[src/dmace_pkg.sv]
// package for the dma channel enable / transfer-end / interrupt block
// assumes a single 20 MHz clock domain and an apb register port
package dmace_pkg;

  // register byte offsets on the apb port
  localparam logic [7:0] OFF_CTRL = 8'h00;
  localparam logic [7:0] OFF_OPER = 8'h04;
  localparam logic [7:0] OFF_COUNT = 8'h08;
  localparam logic [7:0] OFF_STAT = 8'h0c;
  localparam logic [7:0] OFF_MASK = 8'h10;

  // channel control field positions
  localparam int CTRL_GO_BIT = 0;
  localparam int CTRL_TE_BIT = 1;
  localparam int CTRL_IE_BIT = 2;
  localparam int CTRL_MODE_LSB = 3;

  // operation register field positions
  localparam int OPER_DME_BIT = 0;
  localparam int OPER_NMI_BIT = 1;
  localparam int OPER_AE_BIT = 2;

  // event positions and width of the sticky status and mask registers
  localparam int EV_DONE = 0;
  localparam int EV_NMI = 1;
  localparam int EV_AE = 2;
  localparam int EV_W = 3;

  // transfer counter
  localparam int CNT_W = 16;
  localparam logic [15:0] CNT_RST = 16'h0000;
  localparam logic [15:0] CNT_ONE = 16'h0001;

  // request modes
  localparam logic [1:0] MODE_AUTO = 2'h0;
  localparam logic [1:0] MODE_EXT = 2'h1;
  localparam logic [1:0] MODE_PERIPH = 2'h2;

  typedef struct packed {
    logic [1:0] mode;
    logic ie;
    logic te;
    logic go;
  } dmace_ctrl_s;

  typedef struct packed {
    logic ae;
    logic nmi_abort_flag;
    logic global_dma_on;
  } dmace_oper_s;

  localparam dmace_ctrl_s CTRL_RST = '{mode: 2'h0, ie: 1'b0, te: 1'b0,
                                       go: 1'b0};
  localparam dmace_oper_s OPER_RST = '{ae: 1'b0, nmi_abort_flag: 1'b0, global_dma_on: 1'b0};
  localparam logic [2:0] EV_RST = 3'h0;

  typedef enum logic [1:0] {
    ST_IDLE = 2'b01,
    ST_RUN = 2'b10
  } dmace_state_e;

endpackage

[src/dmace_channel.sv]
// dma channel control: enable, transfer-end flag and end-of-transfer irq
// assumes an apb master on clk; ext_req_n and nmi_in are asynchronous pins,
// periph_req and addr_err_in come from logic on clk
//
// Summary of operation
// - irq enable gates end-of-transfer request on transfer_done_irq, not on irq
// - count reaching zero sets end flag
// - nmi or address error leaves flag clear
// - software stop never sets end flag
// - set end flag blocks any new start
// - flag cleared by zero after one read
// - auto mode starts once both enables set and the count is nonzero
// - start needs end, nmi, error flags clear
// - request modes transfer only on request
// - clearing channel enable ends the sequence
// - address error suspends transfers until cleared
`timescale 1ns/100ps
`default_nettype none
module dmace_channel (
  input wire logic clk,
  input wire logic srst,
  input wire logic [7:0] paddr,
  input wire logic psel,
  input wire logic penable,
  input wire logic pwrite,
  input wire logic [31:0] pwdata,
  output logic [31:0] prdata,
  output logic pready,
  output logic pslverr,
  input wire logic ext_req_n,
  input wire logic periph_req,
  input wire logic nmi_in,
  input wire logic addr_err_in,
  output logic xfer_strobe,
  output logic busy,
  output logic transfer_done_irq,
  output logic irq
);

  // clear-after-read qualifier for the three software-cleared flags
  function automatic logic flag_next(input logic cur, input logic set,
                                     input logic wr, input logic wbit,
                                     input logic armed);
    flag_next = set | (cur & ~(wr & ~wbit & armed));
  endfunction

  // arming follows what software actually saw on the bus
  function automatic logic arm_next(input logic armed, input logic rd,
                                    input logic seen, input logic wr,
                                    input logic wbit);
    if (rd && seen) begin
      arm_next = 1'b1;
    end else if (wr && !wbit) begin
      arm_next = 1'b0;
    end else begin
      arm_next = armed;
    end
  endfunction

  dmace_pkg::dmace_ctrl_s ctrl_q, ctrl_d;
  dmace_pkg::dmace_oper_s oper_q, oper_d;
  dmace_pkg::dmace_state_e state_q, state_d;
  logic [15:0] count_q, count_d;
  logic [2:0] stat_q, stat_d, mask_q, mask_d;
  logic te_arm_q, te_arm_d, nmi_arm_q, nmi_arm_d, ae_arm_q, ae_arm_d;
  logic [31:0] prdata_q, prdata_d;
  logic pready_q, pready_d, pslverr_q, pslverr_d;
  logic strobe_q, strobe_d, busy_q, busy_d, dirq_q, dirq_d, irq_q, irq_d;
  logic req_s1_q, req_s2_q, nmi_s1_q, nmi_s2_q, nmi_s3_q;
  logic acc, wr, rd, hit, wr_ctrl, wr_oper, rd_ctrl, rd_oper;
  logic nmi_ev, ae_ev, req_now, enabled, flags_clear, done;

  // pin synchronisers; the first stage feeds only the second
  always_ff @(posedge clk) begin
    if (srst) begin
      req_s1_q <= 1'b0;
      req_s2_q <= 1'b0;
      nmi_s1_q <= 1'b0;
      nmi_s2_q <= 1'b0;
      nmi_s3_q <= 1'b0;
    end else begin
      req_s1_q <= ~ext_req_n;
      req_s2_q <= req_s1_q;
      nmi_s1_q <= nmi_in;
      nmi_s2_q <= nmi_s1_q;
      nmi_s3_q <= nmi_s2_q;
    end
  end

  // apb decode; one wait state so prdata can come from a flop
  assign acc = psel & penable & pready_q;
  assign wr = acc & pwrite;
  assign rd = acc & ~pwrite;
  assign hit = (paddr == dmace_pkg::OFF_CTRL) ||
               (paddr == dmace_pkg::OFF_OPER) ||
               (paddr == dmace_pkg::OFF_COUNT) ||
               (paddr == dmace_pkg::OFF_STAT) ||
               (paddr == dmace_pkg::OFF_MASK);
  assign wr_ctrl = wr & (paddr == dmace_pkg::OFF_CTRL);
  assign wr_oper = wr & (paddr == dmace_pkg::OFF_OPER);
  assign rd_ctrl = rd & (paddr == dmace_pkg::OFF_CTRL);
  assign rd_oper = rd & (paddr == dmace_pkg::OFF_OPER);

  // events: nmi on its rising edge, bus error only while moving data
  assign nmi_ev = nmi_s2_q & ~nmi_s3_q;
  assign ae_ev = addr_err_in & (state_q == dmace_pkg::ST_RUN);

  // request source per mode; auto needs no outside request
  always_comb begin
    unique case (ctrl_q.mode)
      dmace_pkg::MODE_AUTO: req_now = 1'b1;
      dmace_pkg::MODE_EXT: req_now = req_s2_q;
      dmace_pkg::MODE_PERIPH: req_now = periph_req;
      default: req_now = 1'b0;
    endcase
  end

  assign enabled = ctrl_q.go & oper_q.global_dma_on;
  // a pending error or nmi this cycle already counts as set
  assign flags_clear = ~ctrl_q.te & ~oper_q.nmi_abort_flag & ~oper_q.ae &
                       ~nmi_ev & ~ae_ev;
  assign done = (state_q == dmace_pkg::ST_RUN) & enabled & flags_clear &
                req_now & (count_q == dmace_pkg::CNT_ONE);

  // transfer engine
  always_comb begin
    state_d = state_q;
    strobe_d = 1'b0;
    count_d = count_q;
    unique case (state_q)
      dmace_pkg::ST_IDLE: begin
        // a zero count means nothing to move, so no start
        if (enabled && flags_clear &&
            count_q != dmace_pkg::CNT_RST) begin
          state_d = dmace_pkg::ST_RUN;
        end
        if (wr && paddr == dmace_pkg::OFF_COUNT) begin
          count_d = pwdata[dmace_pkg::CNT_W-1:0];
        end
      end
      dmace_pkg::ST_RUN: begin
        if (!enabled || !flags_clear) begin
          state_d = dmace_pkg::ST_IDLE;
        end else if (req_now) begin
          strobe_d = 1'b1;
          count_d = count_q - dmace_pkg::CNT_ONE;
          if (done) begin
            state_d = dmace_pkg::ST_IDLE;
          end
        end
      end
    endcase
  end

  // control, operation and interrupt registers; hardware set beats clear
  always_comb begin
    ctrl_d = ctrl_q;
    oper_d = oper_q;
    mask_d = mask_q;
    if (wr_ctrl) begin
      ctrl_d.go = pwdata[dmace_pkg::CTRL_GO_BIT];
      ctrl_d.ie = pwdata[dmace_pkg::CTRL_IE_BIT];
      ctrl_d.mode = pwdata[dmace_pkg::CTRL_MODE_LSB +: 2];
    end
    ctrl_d.te = flag_next(ctrl_q.te, done, wr_ctrl,
                          pwdata[dmace_pkg::CTRL_TE_BIT],
                          te_arm_q);
    if (wr_oper) begin
      oper_d.global_dma_on = pwdata[dmace_pkg::OPER_DME_BIT];
    end
    oper_d.nmi_abort_flag = flag_next(oper_q.nmi_abort_flag, nmi_ev, wr_oper,
                            pwdata[dmace_pkg::OPER_NMI_BIT], nmi_arm_q);
    oper_d.ae = flag_next(oper_q.ae, ae_ev, wr_oper,
                          pwdata[dmace_pkg::OPER_AE_BIT],
                          ae_arm_q);
    te_arm_d = arm_next(te_arm_q, rd_ctrl,
                        prdata_q[dmace_pkg::CTRL_TE_BIT], wr_ctrl,
                        pwdata[dmace_pkg::CTRL_TE_BIT]);
    nmi_arm_d = arm_next(nmi_arm_q, rd_oper,
                         prdata_q[dmace_pkg::OPER_NMI_BIT], wr_oper,
                         pwdata[dmace_pkg::OPER_NMI_BIT]);
    ae_arm_d = arm_next(ae_arm_q, rd_oper,
                        prdata_q[dmace_pkg::OPER_AE_BIT], wr_oper,
                        pwdata[dmace_pkg::OPER_AE_BIT]);
    stat_d = stat_q;
    if (wr && paddr == dmace_pkg::OFF_STAT) begin
      stat_d = stat_q & ~pwdata[dmace_pkg::EV_W-1:0];
    end
    if (wr && paddr == dmace_pkg::OFF_MASK) begin
      mask_d = pwdata[dmace_pkg::EV_W-1:0];
    end
    stat_d[dmace_pkg::EV_DONE] = stat_d[dmace_pkg::EV_DONE] | done;
    stat_d[dmace_pkg::EV_NMI] = stat_d[dmace_pkg::EV_NMI] | nmi_ev;
    stat_d[dmace_pkg::EV_AE] = stat_d[dmace_pkg::EV_AE] | ae_ev;
    // outputs registered from next values so they track the flags exactly
    dirq_d = ctrl_d.te & ctrl_d.ie;
    irq_d = |(stat_d & mask_d);
    busy_d = (state_d == dmace_pkg::ST_RUN);
  end

  // apb answer: pready one cycle into the access phase
  always_comb begin
    pready_d = psel & penable & ~pready_q;
    pslverr_d = 1'b0;
    prdata_d = prdata_q;
    if (psel && penable && !pready_q) begin
      prdata_d = 32'h0000_0000;
      pslverr_d = ~hit; // unmapped addresses read zero and flag an error
      unique case (paddr)
        dmace_pkg::OFF_CTRL: begin
          prdata_d[dmace_pkg::CTRL_GO_BIT] = ctrl_q.go;
          prdata_d[dmace_pkg::CTRL_TE_BIT] = ctrl_d.te;
          prdata_d[dmace_pkg::CTRL_IE_BIT] = ctrl_q.ie;
          prdata_d[dmace_pkg::CTRL_MODE_LSB +: 2] = ctrl_q.mode;
        end
        dmace_pkg::OFF_OPER: begin
          prdata_d[dmace_pkg::OPER_DME_BIT] = oper_q.global_dma_on;
          prdata_d[dmace_pkg::OPER_NMI_BIT] = oper_d.nmi_abort_flag;
          prdata_d[dmace_pkg::OPER_AE_BIT] = oper_d.ae;
        end
        dmace_pkg::OFF_COUNT: prdata_d[dmace_pkg::CNT_W-1:0] = count_q;
        dmace_pkg::OFF_STAT: prdata_d[dmace_pkg::EV_W-1:0] = stat_q;
        dmace_pkg::OFF_MASK: prdata_d[dmace_pkg::EV_W-1:0] = mask_q;
        default: prdata_d = 32'h0000_0000;
      endcase
    end
  end

  // state registers; reset clears all of them except state_q, which loads ST_IDLE (2'b01)
  always_ff @(posedge clk) begin
    if (srst) begin
      state_q <= dmace_pkg::ST_IDLE;
      count_q <= dmace_pkg::CNT_RST;
      ctrl_q <= dmace_pkg::CTRL_RST;
      oper_q <= dmace_pkg::OPER_RST;
      stat_q <= dmace_pkg::EV_RST;
      mask_q <= dmace_pkg::EV_RST;
      te_arm_q <= 1'b0;
      nmi_arm_q <= 1'b0;
      ae_arm_q <= 1'b0;
      prdata_q <= 32'h0000_0000;
      pready_q <= 1'b0;
      pslverr_q <= 1'b0;
      strobe_q <= 1'b0;
      busy_q <= 1'b0;
      dirq_q <= 1'b0;
      irq_q <= 1'b0;
    end else begin
      state_q <= state_d;
      count_q <= count_d;
      ctrl_q <= ctrl_d;
      oper_q <= oper_d;
      stat_q <= stat_d;
      mask_q <= mask_d;
      te_arm_q <= te_arm_d;
      nmi_arm_q <= nmi_arm_d;
      ae_arm_q <= ae_arm_d;
      prdata_q <= prdata_d;
      pready_q <= pready_d;
      pslverr_q <= pslverr_d;
      strobe_q <= strobe_d;
      busy_q <= busy_d;
      dirq_q <= dirq_d;
      irq_q <= irq_d;
    end
  end

  assign prdata = prdata_q;
  assign pready = pready_q;
  assign pslverr = pslverr_q;
  assign xfer_strobe = strobe_q;
  assign busy = busy_q;
  assign transfer_done_irq = dirq_q;
  assign irq = irq_q;
endmodule
`default_nettype wire

[config.mk]
export PLATFORM = sky130hd
export DESIGN_NAME = dmace_channel
export DESIGN_NICKNAME = d
export VERILOG_FILES = /design/src/dmace_pkg.sv /design/src/dmace_channel.sv
export SDC_FILE = /design/constraint.sdc
export NUM_CORES = 1
export LEC_CHECK = 0
export BUFFER_PORTS_ARGS = -buffer_cell sky130_fd_sc_hd__buf_4
export CAP_MARGIN = 20
export CORE_MARGIN = 3
export CORE_UTILIZATION = 57
export DETAILED_ROUTE_END_ITERATION = 16
export HOLD_SLACK_MARGIN = 0.1
export PLACE_DENSITY = 0.84
export SYNTH_ARGS = -nofsm -noshare
export SYNTH_HDL_FRONTEND = slang
export SYNTH_SLANG_ARGS = --single-unit
[constraint.sdc]
create_clock -name clk -period 2.6 [get_ports clk]
set_input_delay 0.26 -clock clk [delete_from_list [all_inputs] [get_ports clk]]
set_output_delay 0.26 -clock clk [all_outputs]
set_load 0.01 [all_outputs]
## After elaboration in Yosys (flattened, before gate mapping)

Cells that the tools add are included.

- $add $sub $neg: 1
- Equality and inequality tests: 13
- Multiplexer cells: 23
- Bitwise operators: 56
- Reduce and logical (&&, ||, !) cells: 33

Operators with widths:

| operator | number |
|---|---|
| 16-bit 2-to-1 mux | 3 |
| 16-bit case mux with 2 select lines | 1 |
| 1-bit AND | 30 |
| 1-bit inverter | 17 |
| 16-bit by 1-bit == test with 1-bit output (second input constant) | 1 |
| 8-bit by 4-bit == test with 1-bit output (second input constant) | 2 |
| 16-bit nonzero test | 1 |
| 16-bit by 1-bit subtractor with 16-bit output (second input constant) | 1 |
| 3-bit case mux with 5 select lines | 1 |
| 1-bit logical AND | 13 |
| 11-bit 2-to-1 mux | 1 |
| 8-bit by 3-bit == test with 1-bit output (second input constant) | 1 |
| 8-bit by 5-bit == test with 1-bit output (second input constant) | 1 |
| 8-bit zero test | 1 |
| 1-bit 2-to-1 mux | 8 |
| 2-bit 2-to-1 mux | 4 |
| 2-bit case mux with 2 select lines | 2 |
| 3-bit AND | 2 |
| 2-bit == test (second input constant) | 3 |
| 3-bit 2-to-1 mux | 2 |
| 2-bit != test (second input constant) | 3 |
| 1-bit bitwise OR | 6 |
| 2-bit nonzero test | 3 |
| 3-bit OR reduction | 2 |
| 8 further kinds | 17 |

- Register bits: 62
- Word-level logic and storage cells: 152

## Depth between registers and ports, before layout

- Word-level depth: 13
- Mapped depth: 8
- Depth with buffers taken out: 7

## Worst setup path after synthesis

OpenSTA, ideal clock, no wires.

- Kind: register to register
- From: register count_q[0]
- To: register count_q[8]
- Arrival time: 1.648 ns
- Path slack: 0.819 ns
- Cell stages (with the launch flop): 8
- Path buffers: 0
- Clock period less this slack: 1.781 ns
- Cells stage by stage: dfxtp_1 > inv_1 > ha_1 > or3b_1 > nor3_2 > a21oi_1 > o311ai_2 > o31ai_2

- Longest elaborated chain between the ends: 4

RTL lines:

| item | RTL line | RTL |
|---|---|---|
| from (decl) | dmace_channel.sv:63 | `logic [15:0] count_q, count_d;` |
| from (signal assigned) | dmace_channel.sv:233 | `count_q <= dmace_pkg::CNT_RST;` |
| from (signal assigned) | dmace_channel.sv:250 | `count_q <= count_d;` |
| 16-bit by 1-bit subtractor with 16-bit output | dmace_channel.sv:146 | `count_d = count_q - dmace_pkg::CNT_ONE;` |
| 16-bit 2-to-1 mux | dmace_channel.sv:144 | `end else if (req_now) begin` |
| 16-bit 2-to-1 mux | dmace_channel.sv:142 | `if (!enabled \|\| !flags_clear) begin` |
| 16-bit case mux with 2 select lines | dmace_channel.sv:130 | `unique case (state_q)` |

No other way between the ends. The select of a mux whose other input is x is not followed.
A chain may end at the register's enable or synchronous reset.

## Final worst setup path

- From: register count_q[0]
- To: register count_q[14]

The elaborated chain is that of the path after synthesis.

==> metrics.txt <==
status=complete, no violations; Yosys cell types=63; proportion of synthesized area in mux cells=0.0306; share of the synthesized area in the top cell type=0.370; H-tree depth=3; Num CTS Buffers=9; Die Area=around 7000 µm²; Worst Tran Pin Value=727 ps; root buffer cell=clkbuf_8; crit path DAT=2450 ps; critical path depth in cells=7; Setup Skew=14.6 ps; Power Internal=1.58 mW; clk slew on worst S/H paths=approximately 70 ps; number of cell rows=27; via count=3217; worst ir drop on vdd=360 µV; Psw=0.469 mW; Hold Path Class=in -> reg; critical path's largest stage delay=approximately 400 ps; cell with the largest stage delay on the worst path=o41a_1; Synth Area in Adders=0.0112; Max-Cap Viols=0; ys flop type=dfxtp_1; Setup violations, final=0; worst reg2reg path depth=7; Rel. slew slack=0.514; Overall Power=2.05 mW; WS Path Type=reg -> reg; CP startpoint kind=register; compound-cell area share of the yosys netlist=0.243; first-pass GRT wire length=around 14000 µm; DR WL/cell=around 17 µm; number of flops mapped to enable cells by yosys=0; Area growth, synth to finish=16.7%; Avg Vias per Cell=approximately 6.2; initial DRC count=approximately 430; share of post-route cells with drive strength above 1=0.239; Ys Warns=0; worst hold start=nmi_in; largest family of logic cells by synthesized area=simple AND/OR/NAND/NOR gates; fmax=448 MHz; reg2reg end=count_q[14]; IO Pins=87; Remaining DRCs=0; PD cells=524 nW/µm²; vias in the first global route=2875; drt pass-1 iters=5; # diodes=0; Tot GR Track Use=0.273; top post-synthesis cells by area=dfxtp_1 37%, a21oi_1 5.2%, buf_4 4.3%, nand2_1 3.9%, nor2_1 3.8%; Setup WS pre-CTS=between 400 and 500 ps; xor/xnor cell area share of the yosys netlist=0; Crit. End Element=register; Max Buffers Root-to-Sink=2; crit path cell chain=inv_1 > ha_1 > nor3b_1 > nand4_1 > o41a_1 > o311ai_1 > o31ai_1; Post-Syn Instances=393; Reg power frac=0.470; Final period util=0.858; most common cell after layout, fill and taps aside=dfxtp_1; Worst EP required=approximately 2800 ps; commonest non-fill, non-tap cells in the layout=62 x dfxtp_1, 61 x buf_4, 35 x nand2_1, 35 x a21oi_1, 34 x nor2_1; Final Core Density=0.698; Synth Area per Inst=8.54 µm²; largest net degree at the start of global routing=31; final worst slack=around 370 ps; port buffer count=54; Post-Place Cells=about 500; Seq/Total Area, Yosys=0.370; Final ANT Viol Nets=0; worst-path fanout max=8; CTS tree=yes; post-cts sizing count=0; Static Leak=between 1.5 and 2 nW; final WL=8750 µm; CP bufs+invs=1; switching portion of total power=0.228; Mapped Area=3360 µm²; Finished Layout Cells=515; post-synth top area cell=dfxtp_1; Post-synth ARST share=0; Die X=approximately 83 µm; Worst Hold Depth=2; worst reg-to-reg setup slack=around 370 ps; Clock power frac=0.458; gr ovfl total=0; GP Congestion=0.929; combinational share of power=0.073; Hold Path End=nmi_s1_q; area of the core=5610 µm²; clk sink count=62; max-slew violations=0; Synth Register Bits=62; Detailed Place HPWL=6170 µm; delay-heaviest family, CP=compound AO/OA/AOI/OAI gates; fin nets=490; setup tns final=0 ps; post-synthesis simple-gate area fraction=0.254; Fin. Hold Viols=0; Clock Latency Late Sink=about 360 ps; initial antenna violation count=0; Die Y=82.7 µm; # fillers=463; starting density of the core=0.598; post-layout minimum cycle time=~2200 ps; unrepaired setup endpoints after global routing=no; worst r2r src=count_q[0]
==> Yosys cell counts, types with 8 or more instances <==
master,n
nor2_1,34
dfxtp_1,62
inv_1,9
mux2i_1,8
nor2b_1,8
buf_4,19
o21ai_0,17
nand3_1,20
nand2_1,35
nor3_1,12
a21oi_1,35
clkbuf_1,11
==> how the worst max path moves through the flow <==
stage                              to  startpoint  slack, ps
after global routing      count_q[14]  count_q[0]        280
after floorplan            count_q[8]  count_q[0]        820
final                     count_q[14]  count_q[0]        370
after CTS                 count_q[14]  count_q[0]        460
after detailed placement  count_q[14]  count_q[0]        490
after global placement     count_q[8]  count_q[0]        610
==> area by class of cell <==
cell class	instances	area, µm²	area share
clock buffers	12	145	0.0371
flip-flops and latches	62	1240	0.317
multi-input cells	294	1870	0.477
repair buffers	62	468	0.119
clock inverters	4	70.1	0.0179
inverters	9	33.8	0.00863
well taps	72	90.1	0.0230
==> sequential cells by signal (all words and copies together), names as in the netlist, 2 cells and up <==
register,flops
oper_q,3
prdata,16
count_q,16
mask_q,3
state_q,2
ctrl_q,5
stat_q,3
==> logic make-up after synthesis <==
family / Yosys count
buffers and inverters: 52
flip-flops: 62
AO/OA/AOI/OAI: 110
adder cells (fa/ha/maj): 3
AND/OR/NAND/NOR: 155
other: 1
multiplexers: 10
==> power by group through the flow <==
stage	clock, mW	sequential, mW	combinational, mW
floorplan	0	0.987	0.0919
global placement	0	0.986	0.145
detailed placement	0	0.986	0.146
CTS	0.934	0.965	0.148
global route	0.982	0.965	0.165
finish	0.940	0.965	0.149
==> layer usage <==
metal | part of all wire | routed length [µm] | track usage
met5 | 0 | 0 | 0
met4 | 0.019 | 164 | 0.108
met3 | 0.098 | 860 | 0.0640
met2 | 0.46 | 4040 | 0.433
met1 | 0.42 | 3680 | 0.358
==> what timing repair did <==
action                    in CTS  in global routing
hold buffers                   1                  0
hold endpoints to repair       1                  0
setup buffers                  0                  0
==> metrics by stage <==
stage               cell area [µm²]  hold WS [ps]
CTS                            3920           128
floorplan                      3410           327
global placement               3690           412
detailed placement             3690           413
global route                   3920           149
finish                         3920           121
Note: power is estimated with default switching activity, not from simulation.
